`src/hw/tif_pkg.sv`:
```
// constants for the timer flag and register slice
package tif_pkg;
  // register byte offsets
  localparam logic [7:0] OFF_EVENT_FLAGS = 8'h00;
  localparam logic [7:0] OFF_MATCH_IRQ_EN = 8'h14;
  localparam logic [7:0] OFF_MATCH_VALUE_0 = 8'h18;
  localparam logic [7:0] OFF_MATCH_VALUE_1 = 8'h1C;
  localparam logic [7:0] OFF_MATCH_VALUE_2 = 8'h20;
  localparam logic [7:0] OFF_MATCH_VALUE_3 = 8'h24;
  localparam logic [7:0] OFF_CAPTURE_EDGE_CONTROL = 8'h28;
  localparam logic [7:0] OFF_CAPTURE_VALUE = 8'h2C;
  localparam logic [7:0] OFF_MATCH_PIN_CONTROL = 8'h3C;
  localparam logic [7:0] OFF_COUNT_SOURCE_CONTROL = 8'h70;
  localparam logic [7:0] OFF_PULSE_WIDTH_ENABLE = 8'h74;
  localparam logic [7:0] OFF_IRQ_MASK = 8'h80;

  // field widths and positions
  localparam int NUM_MATCH = 4;
  localparam int FLAG_W = 5;
  localparam int FLAG_CAPTURE_BIT = 4;
  localparam int COUNT_W = 16;
  localparam int MATCH_IE_STRIDE = 3;
  localparam int CAP_RISE_BIT = 0;
  localparam int CAP_FALL_BIT = 1;
  localparam int CAP_IRQ_BIT = 2;
  localparam int CAP_W = 3;
  localparam int PIN_W = 12;
  localparam int SRC_W = 4;
  localparam int PWM_W = 2;

  // values after reset
  localparam logic [FLAG_W-1:0] RST_FLAGS = 5'h00;
  localparam logic [COUNT_W-1:0] RST_COUNT = 16'h0000;
  localparam logic [CAP_W-1:0] RST_CAP = 3'h0;
  localparam logic [PIN_W-1:0] RST_PIN = 12'h000;
  localparam logic [SRC_W-1:0] RST_SRC = 4'h0;
  localparam logic [PWM_W-1:0] RST_PWM = 2'h0;
  localparam logic [31:0] RST_WORD = 32'h0000_0000;

  // synchroniser depth at the capture pin
  localparam int SYNC_STAGES = 3;

  // ahb transfer type bit that marks an active transfer
  localparam int HTRANS_ACTIVE_BIT = 1;
  localparam logic HRESP_OKAY = 1'b0;
endpackage

```
`src/hw/tif_pin_sync.sv`:
```
// three stage pin synchroniser with edge detection
`timescale 1ns/1ps
module tif_pin_sync (
  input wire logic hclk, // peripheral clock
  input wire logic hresetn, // async reset, active low
  input wire logic pin, // raw pin level
  output logic level, // filtered pin level
  output logic rise, // one-cycle pulse on rising edge
  output logic fall // one-cycle pulse on falling edge
);
  typedef struct packed {
    logic [2:0] stage;
    logic level;
    logic rise;
    logic fall;
  } tif_sync_state_type;

  tif_sync_state_type s;
  tif_sync_state_type next_s;

  // stage 0 feeds stage 1 only; a change counts when stages 1 and 2 agree
  always_comb begin
    next_s = s;
    next_s.stage = {s.stage[1:0], pin};
    next_s.rise = 1'b0;
    next_s.fall = 1'b0;
    if (s.stage[1] == s.stage[2] && s.stage[2] != s.level) begin
      next_s.level = s.stage[2];
      next_s.rise = s.stage[2];
      next_s.fall = ~s.stage[2];
    end
  end

  // state register
  always_ff @(posedge hclk or negedge hresetn) begin
    if (!hresetn) begin
      s <= '0;
    end else begin
      s <= next_s;
    end
  end

  assign level = s.level;
  assign rise = s.rise;
  assign fall = s.fall;
endmodule

```
`src/hw/tif_timer_flags.sv`:
```
// interrupt flags and control registers of the 16-bit timer, ahb-lite slave
`timescale 1ns/1ps
module tif_timer_flags (
  input wire logic hclk, // peripheral clock, 50 MHz
  input wire logic hresetn, // async reset, active low
  input wire logic hsel, // slave select
  input wire logic [31:0] haddr, // byte address
  input wire logic [1:0] htrans, // transfer type
  input wire logic hwrite, // write when high
  input wire logic [2:0] hsize, // transfer size, words only
  input wire logic [31:0] hwdata, // write data
  input wire logic hready, // bus ready in
  output logic [31:0] hrdata, // read data
  output logic hreadyout, // slave ready, low in reset, high from the first clock after
  output logic hresp, // response, always okay
  input wire logic [15:0] timer_count, // running count, same clock
  input wire logic capture_in_pin, // capture pin, asynchronous
  output logic [1:0] match_out_pins, // external match pin states
  output logic [1:0] pulse_width_out, // pwm enable per match pin
  output logic [11:0] match_function, // whole match pin control word
  output logic [3:0] count_source, // timer/counter mode and source
  output logic [4:0] event_flags_out, // current flag bits
  output logic irq // level interrupt request
);
  typedef struct packed {
    logic [tif_pkg::FLAG_W-1:0] flags;
    logic [tif_pkg::FLAG_W-1:0] mask;
    logic [tif_pkg::NUM_MATCH-1:0] match_ie;
    logic [tif_pkg::NUM_MATCH-1:0][tif_pkg::COUNT_W-1:0] match_value;
    logic [tif_pkg::CAP_W-1:0] capture_edge_control;
    logic [tif_pkg::COUNT_W-1:0] capture_value;
    logic [tif_pkg::PIN_W-1:0] match_pin_control;
    logic [tif_pkg::SRC_W-1:0] count_source_control;
    logic [tif_pkg::PWM_W-1:0] pulse_width_enable;
    logic [7:0] dp_addr;
    logic dp_write;
    logic [31:0] hrdata;
    logic hreadyout;
    logic irq;
  } tif_state_type;

  tif_state_type s;
  tif_state_type next_s;

  logic cap_level;
  logic cap_rise;
  logic cap_fall;

  // capture pin comes from outside the clock domain
  tif_pin_sync u_cap_sync (
    .hclk(hclk),
    .hresetn(hresetn),
    .pin(capture_in_pin),
    .level(cap_level),
    .rise(cap_rise),
    .fall(cap_fall)
  );

  // word readback of a register file snapshot; unmapped reads give zero
  function automatic logic [31:0] read_word(input tif_state_type r,
                                            input logic [7:0] addr);
    logic [31:0] w;
    w = tif_pkg::RST_WORD;
    case (addr)
      tif_pkg::OFF_EVENT_FLAGS: begin
        w[tif_pkg::FLAG_W-1:0] = r.flags;
      end
      tif_pkg::OFF_IRQ_MASK: begin
        w[tif_pkg::FLAG_W-1:0] = r.mask;
      end
      tif_pkg::OFF_MATCH_IRQ_EN: begin
        for (int i = 0; i < tif_pkg::NUM_MATCH; i++) begin
          w[i*tif_pkg::MATCH_IE_STRIDE] = r.match_ie[i];
        end
      end
      tif_pkg::OFF_MATCH_VALUE_0: begin
        w[tif_pkg::COUNT_W-1:0] = r.match_value[0];
      end
      tif_pkg::OFF_MATCH_VALUE_1: begin
        w[tif_pkg::COUNT_W-1:0] = r.match_value[1];
      end
      tif_pkg::OFF_MATCH_VALUE_2: begin
        w[tif_pkg::COUNT_W-1:0] = r.match_value[2];
      end
      tif_pkg::OFF_MATCH_VALUE_3: begin
        w[tif_pkg::COUNT_W-1:0] = r.match_value[3];
      end
      tif_pkg::OFF_CAPTURE_EDGE_CONTROL: begin
        w[tif_pkg::CAP_W-1:0] = r.capture_edge_control;
      end
      tif_pkg::OFF_CAPTURE_VALUE: begin
        w[tif_pkg::COUNT_W-1:0] = r.capture_value;
      end
      tif_pkg::OFF_MATCH_PIN_CONTROL: begin
        w[tif_pkg::PIN_W-1:0] = r.match_pin_control;
      end
      tif_pkg::OFF_COUNT_SOURCE_CONTROL: begin
        w[tif_pkg::SRC_W-1:0] = r.count_source_control;
      end
      tif_pkg::OFF_PULSE_WIDTH_ENABLE: begin
        w[tif_pkg::PWM_W-1:0] = r.pulse_width_enable;
      end
      default: begin
        w = tif_pkg::RST_WORD;
      end
    endcase
    return w;
  endfunction

  // next state: data phase write, events, then address phase read
  always_comb begin
    logic [tif_pkg::FLAG_W-1:0] evt;
    logic [tif_pkg::FLAG_W-1:0] clr;
    logic cap_evt;
    logic addr_phase;
    evt = '0;
    clr = '0;
    cap_evt = 1'b0;
    addr_phase = 1'b0;
    next_s = s;
    next_s.hreadyout = 1'b1;
    next_s.dp_write = 1'b0;

    // data phase of a write taken in the previous cycle
    if (s.dp_write) begin
      case (s.dp_addr)
        tif_pkg::OFF_EVENT_FLAGS: begin
          clr = hwdata[tif_pkg::FLAG_W-1:0];
        end
        tif_pkg::OFF_IRQ_MASK: begin
          next_s.mask = hwdata[tif_pkg::FLAG_W-1:0];
        end
        tif_pkg::OFF_MATCH_IRQ_EN: begin
          for (int i = 0; i < tif_pkg::NUM_MATCH; i++) begin
            next_s.match_ie[i] = hwdata[i*tif_pkg::MATCH_IE_STRIDE];
          end
        end
        tif_pkg::OFF_MATCH_VALUE_0: begin
          next_s.match_value[0] = hwdata[tif_pkg::COUNT_W-1:0];
        end
        tif_pkg::OFF_MATCH_VALUE_1: begin
          next_s.match_value[1] = hwdata[tif_pkg::COUNT_W-1:0];
        end
        tif_pkg::OFF_MATCH_VALUE_2: begin
          next_s.match_value[2] = hwdata[tif_pkg::COUNT_W-1:0];
        end
        tif_pkg::OFF_MATCH_VALUE_3: begin
          next_s.match_value[3] = hwdata[tif_pkg::COUNT_W-1:0];
        end
        tif_pkg::OFF_CAPTURE_EDGE_CONTROL: begin
          next_s.capture_edge_control = hwdata[tif_pkg::CAP_W-1:0];
        end
        tif_pkg::OFF_MATCH_PIN_CONTROL: begin
          next_s.match_pin_control = hwdata[tif_pkg::PIN_W-1:0];
        end
        tif_pkg::OFF_COUNT_SOURCE_CONTROL: begin
          next_s.count_source_control = hwdata[tif_pkg::SRC_W-1:0];
        end
        tif_pkg::OFF_PULSE_WIDTH_ENABLE: begin
          next_s.pulse_width_enable = hwdata[tif_pkg::PWM_W-1:0];
        end
        default: begin
          // capture value and unmapped words ignore writes
          clr = '0;
        end
      endcase
    end

    // match events while the count equals an enabled match value
    for (int i = 0; i < tif_pkg::NUM_MATCH; i++) begin
      evt[i] = s.match_ie[i] &&
               (timer_count == s.match_value[i]);
    end

    // capture on the selected pin edges loads the count
    cap_evt = (cap_rise && s.capture_edge_control[tif_pkg::CAP_RISE_BIT]) ||
              (cap_fall && s.capture_edge_control[tif_pkg::CAP_FALL_BIT]);
    if (cap_evt) begin
      next_s.capture_value = timer_count;
    end
    evt[tif_pkg::FLAG_CAPTURE_BIT] = cap_evt &&
      s.capture_edge_control[tif_pkg::CAP_IRQ_BIT];

    // sticky flags: set wins so no event is lost under a clear
    next_s.flags = (s.flags & ~clr) | evt;

    // interrupt level follows the flags that will stand next cycle
    next_s.irq = |(next_s.flags & next_s.mask);

    // address phase: remember writes, answer reads a cycle later
    addr_phase = hsel && hready && htrans[tif_pkg::HTRANS_ACTIVE_BIT];
    if (addr_phase) begin
      next_s.dp_addr = haddr[7:0];
      next_s.dp_write = hwrite;
      if (!hwrite) begin
        // reading the post-write view keeps read-after-write coherent
        next_s.hrdata = read_word(next_s, haddr[7:0]);
      end
    end
  end

  // one register for the whole state; reset clears every field
  always_ff @(posedge hclk or negedge hresetn) begin
    if (!hresetn) begin
      s <= '0;
    end else begin
      s <= next_s;
    end
  end

  // outputs straight from the state register, except hresp, which is tied to okay
  assign hrdata = s.hrdata;
  assign hreadyout = s.hreadyout;
  assign hresp = tif_pkg::HRESP_OKAY;
  assign match_out_pins = s.match_pin_control[1:0];
  assign pulse_width_out = s.pulse_width_enable;
  assign match_function = s.match_pin_control;
  assign count_source = s.count_source_control;
  assign event_flags_out = s.flags;
  assign irq = s.irq;
endmodule

```
`config.mk`:
```
export PLATFORM = sky130hd
export DESIGN_NAME = tif_timer_flags
export DESIGN_NICKNAME = d
export VERILOG_FILES = /design/src/hw/tif_pkg.sv /design/src/hw/tif_pin_sync.sv /design/src/hw/tif_timer_flags.sv
export SDC_FILE = /design/constraint.sdc
export NUM_CORES = 1
export LEC_CHECK = 0
export CAP_MARGIN = 20
export CORE_ASPECT_RATIO = 1.25
export CORE_MARGIN = 2
export CORE_UTILIZATION = 50
export CTS_BUF_LIST = sky130_fd_sc_hd__clkbuf_8
export DETAILED_ROUTE_END_ITERATION = 16
export DONT_BUFFER_PORTS = 1
export GPL_TIMING_DRIVEN = 1
export PLACE_DENSITY = 0.69
export SYNTH_ARGS = -nofsm -noshare
export SYNTH_HDL_FRONTEND = slang
export SYNTH_SLANG_ARGS = --single-unit
```
`constraint.sdc`:
```
create_clock -name hclk -period 3.9 [get_ports hclk]
set_clock_uncertainty 0.1 [all_clocks]
set_input_delay 0.39 -clock hclk [delete_from_list [all_inputs] [get_ports hclk]]
set_output_delay 0.39 -clock hclk [all_outputs]
set_load 0.05 [all_outputs]
```
* Yosys cells after proc, flatten, opt, wreduce, memory -nomap -nowiden
Index checks and enable logic that the tools add are counted. Widths: inputs -> output; s select.
Cells by class: equality and inequality tests 27, muxes and demuxes 29, bitwise gates (word level) 6, reductions and logical operators 15
Operators with widths (number):
- $mux 16 | 6
- $mux 76 | 1
- $eq 8x6->1 const B | 9
- $eq 16x16->1 | 4
- $eq 8x5->1 const B | 6
- $mux 33 | 1
- $eq 8x7->1 const B | 4
- $pmux 2 s6 | 2
- $pmux 1 s10 | 2
- $pmux 4 s5 | 1
- $mux 18 | 1
- $eq 8x8->1 const B | 2
- $logic_not 8->1 | 2
- $mux 5 | 3
- $pmux 1 s7 | 2
- $mux 12 | 1
- $pmux 1 s12 | 1
- $pmux 1 s11 | 1
- $and 5x5->5 | 2
- $logic_and 1x1->1 | 10
- $mux 4 | 2
- $pmux 1 s8 | 1
- $pmux 1 s6 | 1
- $not 5->5 | 1
- other kinds (9) | 11
Storage, ports and cells: bits in registers 148, bits of input ports 91, output and inout bits 60, word-level logic and storage cells 98

* Depth between registers and ports, before layout
depth after elaboration 9, gate-level depth with buffers 9, mapped depth without buffers 7

* Modules after synthesis
Synthesis repeated with hierarchy kept, for this count alone.
Unflattened totals: cell total of the unflattened synthesis 691, area, all modules 7761.2 µm²
Modules (own cells, without submodules):
- tif_timer_flags | instances 1, cells each 682, area an instance 7582.3 µm², seq. area each 3553.4 µm²
- tif_pin_sync | instances 1, cells each 9, area an instance 178.9 µm², seq. area each 150.1 µm²

* Worst setup path before layout
OpenSTA, ideal clock, no wires.
kind register to register, start point register s[77] in the netlist's numbering, end point register s (netlist bit hrdata[6]), library setup time 124 ps, arrival time 2080 ps, data required time 3676 ps, setup slack 1596 ps, stages on the path, launching flop included 7, path buffers 1, clock period less this slack 2304 ps, cells stage by stage dfrtp_1 -> a22oi_1 -> clkbuf_1 -> mux2_2 -> a22oi_1 -> o211ai_1 -> o31a_1
RTL lines:
- from (decl) | RTL line tif_timer_flags.sv:42 | tif_state_type s;
- from (signal assigned) | RTL line tif_timer_flags.sv:207 | s <= next_s;

==> flow_summary.ini <==
[routing]
initialDrtViolationCount = 389
drtPass1Iterations = 5
drc_errors = 0
final_antenna_net_count = 0
wire_per_inst_um = 24.3
via_per_inst = 6.00
via_count = 5259
wl_um = 21300

[timing]
rsz0062_at_grt = false
timing.slew.headroom_pct = 33.4
finalCriticalPeriod_ns = 2.95
drv_slew = 0
fmax_ghz = 0.339
setup_viol = 0
whs_ns = 0.0168
setup-tns-final_ns = 0
setup_slack_ns = 0.951
post-route-period-util_pct = 75.6
hold_viol = 0
worst_pin_slew_ns = 0.999

[clock_network]
cts_tree = built
clk-insertion-delay-late_ns = 0.46
root_buffer = clkbuf_8
htree_levels = 4
post_cts_buffers = 0
cts_buffer_depth = 2
ctsHoldBuffers = 41
numCtsBuffers = 17
cts.sinks = 148
cts.clk_slew.worst_paths_ns = 0.08
cts-resized-gates = 0

[synth]
ys.flop_type = dfrtp_1
synth.most_common_cell = dfrtp_1
synth_edf_count = 0
ys_warn_count = 0
syn-cell-area_um2 = 7760
seq_area_frac_synth_pct = 47.7
syn_area_per_cell_um2 = 11.7
synth_commonest_cells = 148 x dfrtp_1, 111 x mux2_2, 59 x buf_4
ys_seq_elements = 148
async_reset_ff_share_pct = 100
synthTopCellsByArea = dfrtp_1 48%, mux2_2 16%, buf_4 5.7%
syn-instance-count = 666
synth_top_area_share_pct = 47.7
synth_area_leader_cell = dfrtp_1
synth.distinct_cells = 59

[worst_setup_path]
r2r-end = hrdata[4]$_DFFE_PN0P_
required_ns = 4.13
crit_type = reg -> reg
crit_arrival_ns = 3.18
rrSetupSlack_ns = 0.95
r2r_cells = 6
endpoint_kind = register
cp_max_fo = 16
r2r_start = s[41]$_DFFE_PN0P_
startpoint_type = register

[power]
ir_drop_mv = 0.199
power_density_nw_per_um2 = 446
p_leak_nw = 3.49

[cells_and_area]
design_area_um2 = 8530
fillCellCount = 1271
num-nets-final = 747
diodes = 0
areaGrowthSynthToFinish_pct = 9.95
final_util_pct = 56.6
layout-drive-gt1-share_pct = 25.3

[floorplanning]
design.core.area_um2 = 15100
num_io_pins = 151
num_rows = 50
die_w_um = 115
start_util_pct = 51.5
dieArea_um2 = 16500
die_h_um = 143

[placement]
io_buffer_count = 0
gp_congestion = 0.940
dp_hpwl_um = 14400
place_ws_ns = 1.01
placed_cell_area_um2 = 7560

[global_route]
grt_overflow = 0
grt_max_degree = 149
grt_pass1_vias = 5616
grt_pass1_wl_um = 32300
antenna_found_initial = 0
track_usage_pct = 27.0

[worst_hold_path]
min_from = hwdata[3]
holdPathEnd = count_source[3]$_DFF_PN0_
worstHoldPathCells = 1
hp-class = in -> reg

[status]
status = completed

[run]
cap_viol_max_count = 0
-- cells by family after synthesis --
| family | share of synthesized area (%) |
|---|---|
| xor+xnor | 7.22 |
| flops | 47.7 |
| buf+inv | 8.29 |
| simple gates | 10.4 |
| other cells | 0.0968 |
| compound gates | 9.08 |
| mux | 17.1 |
| fa+ha+maj | 0.129 |
-- cell usage in the layout (no fill, tap or decap), drive strengths merged, types with 4 or more instances in the layout --
cell         count
o21ai            9
nor2b            9
mux2           113
a32oi           14
dlygate4sd3     42
a31oi            6
mux2i            5
nor2            15
clkbuf          24
xnor2           49
nor4            10
a21o             5
nand3           17
a22oi           22
xor2            15
a21oi            5
a22o             4
inv             10
and2             5
conb            18
nand2           34
nor3             5
buf             12
bufinv           6
a32o             6
nand2b           5
nand4           15
and3             6
dfrtp          148
-- layer usage --
metal	share of wire, %	global-route usage, %	vias to the layer above
li1	-	-	2295
met1	40	32.7	2696
met2	49	44.4	216
met3	7.1	7.22	52
met4	3.4	13.0	0
met5	0	0	-
-- flip-flops by register name, indices dropped and copies added (netlist names) --
name	count
u_cap_sync.s	1
u_cap_sync.rise	1
match_function	12
s	101
hreadyout	1
u_cap_sync.level	1
u_cap_sync.next_s	2
pulse_width_out	2
irq	1
count_source	4
hrdata	16
event_flags_out	5
u_cap_sync.fall	1
-- worst max path at each step --
| stage | end | slack (ns) | from | depth (start not counted) |
|---|---|---|---|---|
| floorplan | hrdata[6]$_DFFE_PN0P_ | 1.60 | s[77]$_DFF_PN0_ | 6 |
| global placement | hrdata[4]$_DFFE_PN0P_ | 1.01 | s[41]$_DFFE_PN0P_ | 6 |
| detailed placement | hrdata[1]$_DFFE_PN0P_ | 1.01 | s[38]$_DFFE_PN0P_ | 7 |
| CTS | hrdata[4]$_DFFE_PN0P_ | 0.97 | s[41]$_DFFE_PN0P_ | 6 |
| global route | hrdata[4]$_DFFE_PN0P_ | 0.77 | s[41]$_DFFE_PN0P_ | 6 |
| finish | hrdata[4]$_DFFE_PN0P_ | 0.95 | s[41]$_DFFE_PN0P_ | 6 |
-- power by group --
group	switching (mW)	total, mW	internal, mW
combinational	0.239	0.443	0.204
clock	0.575	1.52	0.945
sequential	0.179	1.84	1.67
-- area by class of cell --
type,instances,area [um^2],share of cell area (%)
repair buffers,54,531,6.22
well taps,208,260,3.05
multi-input cells,425,3480,40.8
flip-flops and latches,148,3700,43.4
clock inverters,8,190,2.23
clock buffers,24,330,3.87
inverters,10,37.5,0.440
-- critical path: stages (launching register included) --
cell and delay, ns:
dfrtp_1 0.46, nor3b_4 0.40, nand3_2 0.56, mux2_2 0.48, a221o_1 0.34, a211oi_1 0.34, a211oi_1 0.14
-- metrics by stage --
step                      total power, mW  std cells
after detailed placement             2.23        802
final                                3.81        877
after floorplan                      2.20        682
after global routing                 3.93        877
after global placement               2.21        802
after CTS                            3.78        875
Power figures use the tool's default switching activity.
